### src/rtl/blmx_pkg.sv
package blmx_pkg;

    localparam int BLMX_DATA_W = 8;
    localparam int BLMX_ADDR_W = 7;
    localparam int BLMX_BIT_W  = 3;
    localparam int BLMX_DEPTH  = 128;

    localparam logic [7:0] BLMX_ACC_RST  = 8'h00;
    localparam logic [7:0] BLMX_ZERO_VAL = 8'h00;

    // Destination select encoding
    localparam logic BLMX_DEST_ACC = 1'b0;
    localparam logic BLMX_DEST_REG = 1'b1;

    // Operation codes as issued by the decode sequencer
    typedef enum logic [2:0] {
        BLMX_OP_NOP      = 3'h0,
        BLMX_OP_SET_BIT  = 3'h1,
        BLMX_OP_AND_IMM  = 3'h2,
        BLMX_OP_AND_REG  = 3'h3,
        BLMX_OP_SKIP_ONE = 3'h4,
        BLMX_OP_SKIP_ZER = 3'h5,
        BLMX_OP_COPY_REG = 3'h6
    } blmx_op_t;

    typedef struct packed {
        blmx_op_t   op;
        logic [6:0] addr;
        logic [2:0] bit_sel;
        logic       dest;
        logic [7:0] imm;
    } blmx_instr_t;

    typedef enum logic [2:0] {
        BLMX_ST_IDLE  = 3'b001,
        BLMX_ST_EXEC  = 3'b010,
        BLMX_ST_FLUSH = 3'b100
    } blmx_state_t;

endpackage

### src/rtl/blmx_exec.sv
// Functional notes
// (RULE_01) Bit set forces chosen bit of file register to one; flags untouched.
// (RULE_02) AND immediate: accumulator AND literal into accumulator; zero flag only.
// (RULE_03) AND register: result to accumulator (dest 0) or register (dest 1); zero flag.
// (RULE_04) Skip-if-one: bit one discards next instruction as no-op; no flags.
// (RULE_05) Skip-if-zero: bit zero discards next instruction as no-op; no flags.
// (RULE_06) Copy register to accumulator (dest 0) or itself (dest 1); zero flag.
// (RULE_07) Copy back to same register still updates zero flag from value.
// (RULE_08) Zero flag set when result is zero, else cleared; no-op changes nothing.
`timescale 1ns/10ps
`default_nettype none
module blmx_exec
    import blmx_pkg::*;
#(
    parameter int DATA_W = 8,
    parameter int ADDR_W = 7,
    parameter int DEPTH  = 128
) (
    // Clock and reset
    input  wire logic                  core_clk,
    input  wire logic                  rst,
    // Instruction issue from decode
    input  wire logic                  instr_valid,
    input  wire blmx_pkg::blmx_instr_t instr,
    // Architectural state out
    output logic [7:0]                 acc_out,
    output logic                       zero_flag,
    output logic                       busy,
    output logic                       skip_taken,
    output logic                       done
);
    import blmx_pkg::*;

    ////////////////////////////////////////////////////////////////////////
    // State
    blmx_state_t state_r, state_nxt;
    blmx_instr_t held_r;
    logic [7:0]  acc_r, acc_nxt;
    logic        zero_r, zero_nxt;
    logic        skip_r, skip_nxt;
    logic        done_r, done_nxt;
    logic        busy_r;
    logic [7:0]  rf_rd_data;
    logic        rf_wr_en;
    logic [7:0]  rf_wr_data;

    // Ops that load the zero flag from their result
    function automatic logic writes_zero(input blmx_op_t op);
        case (op)
            BLMX_OP_AND_IMM,
            BLMX_OP_AND_REG,
            BLMX_OP_COPY_REG: writes_zero = 1'b1;
            default:          writes_zero = 1'b0;
        endcase
    endfunction

    // Ops whose result lands in the accumulator
    function automatic logic loads_acc(input blmx_op_t op, input logic dest);
        case (op)
            BLMX_OP_AND_IMM:  loads_acc = 1'b1;
            BLMX_OP_AND_REG,
            BLMX_OP_COPY_REG: loads_acc = (dest == BLMX_DEST_ACC);
            default:          loads_acc = 1'b0;
        endcase
    endfunction

    // Ops that write the file register; copy onto itself included
    function automatic logic writes_file(input blmx_op_t op, input logic dest);
        case (op)
            BLMX_OP_SET_BIT:  writes_file = 1'b1;
            BLMX_OP_AND_REG,
            BLMX_OP_COPY_REG: writes_file = (dest == BLMX_DEST_REG);
            default:          writes_file = 1'b0;
        endcase
    endfunction

    ////////////////////////////////////////////////////////////////////////
    // Register file: read launched on issue, data valid in EXEC
    blmx_regfile #(
        .DATA_W (DATA_W),
        .ADDR_W (ADDR_W),
        .DEPTH  (DEPTH)
    ) u_rf (
        .core_clk (core_clk),
        .rd_addr  (instr.addr),
        .rd_data  (rf_rd_data),
        .wr_en    (rf_wr_en),
        .wr_addr  (held_r.addr),
        .wr_data  (rf_wr_data)
    );

    ////////////////////////////////////////////////////////////////////////
    // Datapath
    wire        in_exec   = (state_r == BLMX_ST_EXEC);
    // Strobe only counts in idle; a late one while busy is dropped
    wire        take      = (state_r == BLMX_ST_IDLE) & instr_valid;
    logic [7:0] set_val;
    logic [7:0] hit_bits;
    wire        tst_bit   = |hit_bits;

    // One slice per bit: the chosen bit is forced high, others pass
    for (genvar b = 0; b < BLMX_DATA_W; b++) begin : g_bit
        localparam logic [2:0] IDX = 3'(b);
        wire sel = (held_r.bit_sel == IDX);
        assign set_val[b]  = rf_rd_data[b] | sel;                  // [RULE_01]
        assign hit_bits[b] = rf_rd_data[b] & sel;                  // [RULE_04] [RULE_05]
    end

    wire [7:0]  and_imm   = acc_r & held_r.imm;                       // [RULE_02]
    wire [7:0]  and_reg   = acc_r & rf_rd_data;                       // [RULE_03]
    wire        is_set    = (held_r.op == BLMX_OP_SET_BIT);
    wire        is_andi   = (held_r.op == BLMX_OP_AND_IMM);
    wire        is_andr   = (held_r.op == BLMX_OP_AND_REG);
    wire        is_skp1   = (held_r.op == BLMX_OP_SKIP_ONE);
    wire        is_skp0   = (held_r.op == BLMX_OP_SKIP_ZER);
    wire [7:0]  zres      = is_andi ? and_imm : (is_andr ? and_reg : rf_rd_data);
    wire        zupd      = writes_zero(held_r.op);                   // [RULE_08]
    wire        acc_ld    = loads_acc(held_r.op, held_r.dest);        // [RULE_06]
    wire        skip_hit  = (is_skp1 & tst_bit) | (is_skp0 & ~tst_bit); // [RULE_04] [RULE_05]

    // Copy back writes the same value; zero flag still follows it.
    // Cost is one needless write, traded for a simpler enable.
    assign rf_wr_en   = in_exec & writes_file(held_r.op, held_r.dest); // [RULE_07]
    assign rf_wr_data = is_set ? set_val : (is_andr ? and_reg : rf_rd_data);   // [RULE_03]

    always_comb begin
        acc_nxt   = acc_r;
        zero_nxt  = zero_r;
        skip_nxt  = skip_r;
        done_nxt  = 1'b0;
        state_nxt = state_r;
        case (state_r)
            BLMX_ST_IDLE: begin
                if (take) begin
                    state_nxt = BLMX_ST_EXEC;
                end
            end
            BLMX_ST_EXEC: begin
                done_nxt = 1'b1;
                if (zupd) begin
                    zero_nxt = (zres == BLMX_ZERO_VAL);             // [RULE_08]
                end
                if (acc_ld) begin
                    acc_nxt = zres;                                  // [RULE_02] [RULE_06]
                end
                skip_nxt  = skip_hit;
                state_nxt = skip_hit ? BLMX_ST_FLUSH : BLMX_ST_IDLE;
            end
            BLMX_ST_FLUSH: begin
                // Discarded slot executes as a no-op cycle
                skip_nxt  = 1'b0;
                state_nxt = BLMX_ST_IDLE;                            // [RULE_04] [RULE_05]
            end
            default: begin
                state_nxt = BLMX_ST_IDLE;
            end
        endcase
    end

    ////////////////////////////////////////////////////////////////////////
    // Sequencing state
    always_ff @(posedge core_clk or posedge rst) begin
        if (rst) begin
            state_r <= BLMX_ST_IDLE;
            busy_r  <= 1'b0;
        end else begin
            state_r <= state_nxt;
            // Busy follows the next state so the port comes from a flop
            busy_r  <= (state_nxt != BLMX_ST_IDLE);
        end
    end

    // Instruction capture; the issuer may change instr right after
    always_ff @(posedge core_clk or posedge rst) begin
        if (rst) begin
            held_r <= '0;
        end else if (take) begin
            held_r <= instr;
        end
    end

    // Accumulator and zero flag
    always_ff @(posedge core_clk or posedge rst) begin
        if (rst) begin
            acc_r  <= BLMX_ACC_RST;
            zero_r <= 1'b0;
        end else begin
            acc_r  <= acc_nxt;
            zero_r <= zero_nxt;
        end
    end

    // One-cycle status pulses
    always_ff @(posedge core_clk or posedge rst) begin
        if (rst) begin
            skip_r <= 1'b0;
            done_r <= 1'b0;
        end else begin
            skip_r <= skip_nxt;
            done_r <= done_nxt;
        end
    end

    assign acc_out    = acc_r;
    assign zero_flag  = zero_r;
    assign skip_taken = skip_r;
    assign done       = done_r;
    assign busy       = busy_r;
endmodule
`default_nettype wire

### src/rtl/blmx_regfile.sv
`timescale 1ns/10ps
`default_nettype none
module blmx_regfile #(
    parameter int DATA_W = 8,
    parameter int ADDR_W = 7,
    parameter int DEPTH  = 128
) (
    // Clock
    input  wire logic              core_clk,
    // Read port, data registered
    input  wire logic [ADDR_W-1:0] rd_addr,
    output logic      [DATA_W-1:0] rd_data,
    // Write port
    input  wire logic              wr_en,
    input  wire logic [ADDR_W-1:0] wr_addr,
    input  wire logic [DATA_W-1:0] wr_data
);
    logic [DATA_W-1:0] mem [DEPTH];

    always_ff @(posedge core_clk) begin
        if (wr_en) begin
            mem[wr_addr] <= wr_data;
        end
        rd_data <= mem[rd_addr];
    end
endmodule
`default_nettype wire

### config.mk
export PLATFORM = sky130hd
export DESIGN_NAME = blmx_exec
export DESIGN_NICKNAME = d
export VERILOG_FILES = /design/src/rtl/blmx_pkg.sv /design/src/rtl/blmx_exec.sv /design/src/rtl/blmx_regfile.sv
export SDC_FILE = /design/constraint.sdc
export NUM_CORES = 1
export LEC_CHECK = 0
export BUFFER_PORTS_ARGS = -buffer_cell sky130_fd_sc_hd__buf_2
export CAP_MARGIN = 20
export CORE_MARGIN = 4
export CORE_UTILIZATION = 30
export DETAILED_ROUTE_END_ITERATION = 8
export GPL_ROUTABILITY_DRIVEN = 0
export MAX_ROUTING_LAYER = met4
export PLACE_DENSITY_LB_ADDON = 0.1
export SYNTH_ARGS = -nofsm -noshare
export SYNTH_HDL_FRONTEND = slang
export SYNTH_SLANG_ARGS = --single-unit
### constraint.sdc
create_clock -name core_clk -period 14.3 [get_ports core_clk]
set_input_delay 2.86 -clock core_clk [delete_from_list [all_inputs] [get_ports core_clk]]
set_output_delay 2.86 -clock core_clk [all_outputs]
set_load 0.01 [all_outputs]
# == Word-level counts from Yosys, hierarchy flattened ==
# Memories as Yosys holds them, arrays and structs flattened. A register that Yosys moved wholly into a read port is not among the register bits.
# Index checks and enable logic that the tools add are counted.
# word_totals
mem_bits_rw,1024
mem_count,1
register_bits,37
in_bits,25
# classes
muxes,13
n_reduce_logical,8
eq_ne,17
bitwise,25
# memory_table
name,words,width,rd,rd_clocked_by_memory_dff,write_ports,line_no,rtl
u_rf.mem,128,8,1,1,1,blmx_regfile.sv:18,logic [DATA_W-1:0] mem [DEPTH];
# op_table
op,n
$eq A3 B3 Y1 const B,8
$mux W8,3
$and A8 B8 Y8,2
$eq A3 B2 Y1 const B,5
$and A1 B1 Y1,12
$eq A3 B1 Y1 const B,3
$or A1 B1 Y1,9
$logic_not A8 Y1,1
$reduce_or A8 Y1,1
$mux W3,2
$pmux W1 S2,3
$pmux W3 S2,1
$mux W1,4
$reduce_and A2 Y1,2
$logic_not A3 Y1,1
$ne A3 B1 Y1 const B,1
$reduce_or A3 Y1,1
$not A1 Y1,2
$reduce_bool A2 Y1,1
$reduce_or A2 Y1,1

# == Depth between registers and ports, before layout ==
# depth
word_depth,9
ltp_mapped,7

# == By module ==
# Synthesis repeated with hierarchy kept, for this count alone.
# hier_totals
hier_cells,1809
hier_area_um2,41598.6
# by_module_without_submodules
module,area_each_um2,n_inst,seq_area_each_um2,cells_per_inst
blmx_regfile,39665.5,1,30909.6,1635
blmx_exec,1933.1,1,927.1,174

# == Worst setup path after synthesis ==
# OpenSTA, ideal clock, no wires.
# synth_path
path_type,flip-flop to flip-flop
from,reg held_r[19] (netlist name)
to,mem u_rf.mem[0][0] (data pin)
setup_ns,1.225
arrival_time_ns,6.482
stages_incl_launch_ff,6
period_less_slack_ns,7.707
setup_slack_ns,6.593
path_cell_list,dfrtp_1 -> clkbuf_1 -> clkbuf_1 -> nor2b_1 -> nand2_1 -> o31ai_1
# synth_via
elab_chain_cells,3
elab_cells_between_ends,4
cone_classes,eq/ne (2); mux (2)
# synth_rtl
element,line_no,rtl
from (decl),blmx_exec.sv:37,blmx_instr_t held_r;
from (signal assigned),blmx_exec.sv:178,held_r <= instr;
$eq A3 B2 Y1,blmx_exec.sv:113,wire is_andr = (held_r.op == BLMX_OP_AND_REG);
$mux W8,blmx_exec.sv:124,assign rf_wr_data = is_set ? set_val : (is_andr ? and_reg : rf_rd_data);
$mux W8 (*),blmx_exec.sv:124,
named net rf_wr_data[0],blmx_exec.sv:45,logic [7:0] rf_wr_data;
to (decl),blmx_regfile.sv:18,
# The timed path passes the listed nets; every way through them passes the cells marked *.

==> summary.md <==
In this run the worst setup path begins at instr[14]. The worst register-to-register path has a depth of 5. Based on the critical path, the design can be clocked at up to 152 MHz. The global-route wire length before repair is 158000 um, and the initial standard-cell utilization of the core is 0.302. The uppermost signal routing layer after detailed routing was met4. STA classifies the critical path endpoint as a flip-flop.

The tools report the area inside the core boundary as 137000 um2. In this run the vertical extent of the chip is 380 um. On the critical path the largest part of the delay comes from buffers and inverters. The Yosys step of the flow raised 0 warnings. The worst setup path is launched from an input port. The area growth from synthesis to final layout is 15.4%.

After routing, the total negative slack on setup checks comes to 0 ns. The final layout net count came out at 1943. The number of clock buffers added by TritonCTS is 113. The synthesized design contains 1024 enable-type register cells. The run gives 47900 um2 as the design area. Setup repair after global routing left no endpoint under its margin.

The top-area cell type share of the netlist area is 0.740, and the die area is 144000 um2. Setup violations remaining at the end of the flow were counted as 0. The clock period minus final worst setup slack was 6.57 ns; the die span in x was 380 um.

The run gives 0 as the final max-slew violation count. The worst register-to-register path ends at u_rf.mem[18][1]. The critical path goes through buf_8 -> buf_4 -> buf_4 -> mux4_2 -> mux4_2 -> mux4_2 -> mux2_2. The detailed-route vias per instance is 5.00, and the H-tree depth is 3. The cell area after placement is 44300 um2. The tree is rooted in a sky130_fd_sc_hd__clkbuf_16. For the post-route antenna net violation count, the log shows 0. The largest individual stage delay along the critical path comes from the cell sky130_fd_sc_hd__buf_4. The buffer depth of the longest clock path is 3. The run gives 12 as the initial antenna violation count.

The number of global-route vias before repair was 19817; the arrival time at the worst endpoint was 7.14 ns. TritonCTS built the clock tree. The sum of met3 wire segment lengths after detailed routing is 5450 um. Detailed placement finished with a half-perimeter wire length of 66000 um. The worst path buffer plus inverter count is 3, and the largest net degree at the start of global routing is 101. The average wire per cell in the routed design is 29.2 um, and the total grt overflow is 0.

The number of failing hold endpoints at the final stage is 0, and the DRC violations left is 0. The worst setup path is of the in2reg kind. The run gives 14.87 ns as the worst path required time. Following the worst setup path forward leads to its endpoint at u_rf.rd_data[0]. Detailed routing placed a total of 51700 um of wire on met2. The number of cells on the critical path is 7, and the register bit total from synthesis is 1069. The clock latency on the worst-skew pair came out at 0.70 ns.

For the number of search-and-repair iterations in the first detailed-routing pass, the log shows 5. For flop-to-flop paths, the worst setup slack is 10.47 ns. The number of core rows came out at 136. Max-cap violations in this run came to 0. The worst-case IR drop observed on VDD is 0.0000977 V.

Counting every sink on the clock net gives 1069. The multi-input combinational cell area was 9480 um2. The leading area contributor after synthesis is sky130_fd_sc_hd__edfxtp_1. Ranked by instance count, the synthesized netlist is headed by sky130_fd_sc_hd__edfxtp_1 (1024), sky130_fd_sc_hd__mux4_2 (338), sky130_fd_sc_hd__nor2_1 (137), sky130_fd_sc_hd__clkbuf_1 (53), sky130_fd_sc_hd__dfrtp_1 (36).

The net count of the mapped netlist is 1822. The most common cell in the netlist was sky130_fd_sc_hd__edfxtp_1. The post-synthesis instance area was 41500 um2. The most used flip-flop cell after synthesis is sky130_fd_sc_hd__edfxtp_1. The reg-to-reg critical path startpoint was held_r[19]. The layout has 12699 filler cells.

The most used cell along the critical path was sky130_fd_sc_hd__mux4_2. For the post-CTS setup buffer count, the log shows 0. The netlist uses 49 different library cells. Each instance of the synthesized netlist takes up on average 23.1 um2.

The final cycle utilization of the critical path is 0.459. Clock-pin slew was measured on the worst setup and hold paths at 0.06 ns. The share of synthesized flip-flops with an asynchronous set or reset was 0.0346. In the post-synthesis netlist, the biggest area contributors are sky130_fd_sc_hd__edfxtp_1 (74%), sky130_fd_sc_hd__mux4_2 (18%), sky130_fd_sc_hd__dfrtp_1 (2.2%). Input and output buffers added on the ports amount to 36.

The largest fanout on the critical path came out at 84. The fraction of the yosys area taken by sequential cells is 0.767, and the storage element area is 31800 um2. The routed design has 111000 um of wire.

The combined global-route utilization of all metal layers is 0.158. The remaining max-slew budget at the tightest pin came out at 0.285. The proportion of layout cells with a drive suffix above 1 is 0.322. For the pin with the worst max-slew slack, the measured transition is 1.07 ns. Pin placement for this block handled 37 I/O pins. For this design the static power due to leakage is 14.6 nW. The tools report the number of vias after detailed routing as 19091. The number of gates given a new drive strength after cts came out at 0. The met1 wire length is 51900 um, and the DRC violation total after the first TritonRoute iteration is 1750.

Dividing total power by cell area gives a power density of 155 nW/um2. The class of the worst hold path was reg2reg. Synthesis produced 1797 cells. The delay contributed by the slowest stage of the critical path is 0.93 ns. Hold repair after CTS inserted 0 buffers. Clock skew on the completed layout was measured at 0.0228 ns. The flow ran to the end, and the final reports show no timing, DRC or antenna violations.
[logic make-up (layout without fill, tap and decap cells)]
group | count (synthesis) | in the layout | synth area share
compound gates | 68 | 68 | 0.0114
xor+xnor | 2 | 2 | 0.000422
buf+inv | 105 | 321 | 0.0114
flops | 1069 | 1069 | 0.767
mux | 367 | 367 | 0.191
other cells | 0 | 9 | 0
simple gates | 186 | 186 | 0.0191
[worst reg2reg max path, cell delays in order, from the launching register on]
cell and delay [ns]:
sky130_fd_sc_hd__dfrtp_1 0.73, sky130_fd_sc_hd__nand2b_1 0.31, sky130_fd_sc_hd__a21oi_2 0.83, sky130_fd_sc_hd__o2111ai_4 0.41
sky130_fd_sc_hd__buf_4 0.38, sky130_fd_sc_hd__nor2_1 0.79
[layout by cell type (no fill, tap or decap), types with 15 or more instances in the layout]
cell,instances
sky130_fd_sc_hd__clkbuf_16,115
sky130_fd_sc_hd__buf_2,32
sky130_fd_sc_hd__mux2_2,28
sky130_fd_sc_hd__o21ai_0,15
sky130_fd_sc_hd__nand2_1,16
sky130_fd_sc_hd__clkbuf_1,24
sky130_fd_sc_hd__mux4_2,338
sky130_fd_sc_hd__clkinv_2,21
sky130_fd_sc_hd__nor2_1,137
sky130_fd_sc_hd__edfxtp_1,1024
sky130_fd_sc_hd__buf_4,57
sky130_fd_sc_hd__clkinv_1,29
sky130_fd_sc_hd__dfrtp_1,36
[state kept, by name (all words and copies together), names as in the netlist]
| name | flops |
|---|---|
| u_rf.rd_data | 8 |
| held_r | 22 |
| skip_taken | 1 |
| state_r | 3 |
| done | 1 |
| acc_out | 8 |
| busy | 1 |
| u_rf.mem | 1024 |
| zero_flag | 1 |
[layout make-up]
cell class | instances | area share
diodes | 9 | 0.000470
inverters | 8 | 0.000626
flip-flops and latches | 1069 | 0.664
repair buffers | 103 | 0.0163
clock buffers | 142 | 0.0628
multi-input cells | 623 | 0.198
well taps | 1794 | 0.0468
clock inverters | 68 | 0.0112
[metrics by stage]
step                      total power, W  worst slack [ns]  cells  utilization  hold WS [ns]
final                            0.00742              7.73   3816        0.349         0.522
after global routing             0.00772              7.58   3807        0.349         0.550
after CTS                        0.00753              7.69   3805        0.348         0.526
after global placement           0.00465              6.95   3587        0.322         0.496
after floorplan                  0.00434              6.59   1797            -         0.460
after detailed placement         0.00467              6.91   3595        0.322         0.510
[worst min-delay path by stage]
stage,cells past startpoint,from,endpoint,slack [ns]
6_report,2,zero_flag,zero_flag,0.52
5_1_grt,1,held_r[3],held_r[3],0.55
4_1_cts,2,zero_flag,zero_flag,0.53
3_5_place_dp,1,held_r[3],held_r[3],0.51
3_3_place_gp,2,skip_taken,skip_taken,0.50
2_1_floorplan,1,u_rf.rd_data[0],acc_out[0],0.46
[layer usage]
metal | vias up | global-route usage
li1 | 7942 | -
met1 | 10542 | 0.227
met2 | 477 | 0.236
met3 | 130 | 0.0221
met4 | 0 | 0.0422
met5 | - | -
[where the power goes]
group          internal [W]  switching (W)  total, W
clock network       0.00163        0.00121   0.00284
registers           0.00373      0.0000799   0.00381
logic              0.000213       0.000556  0.000769
(Power assumes the default switching activity.)
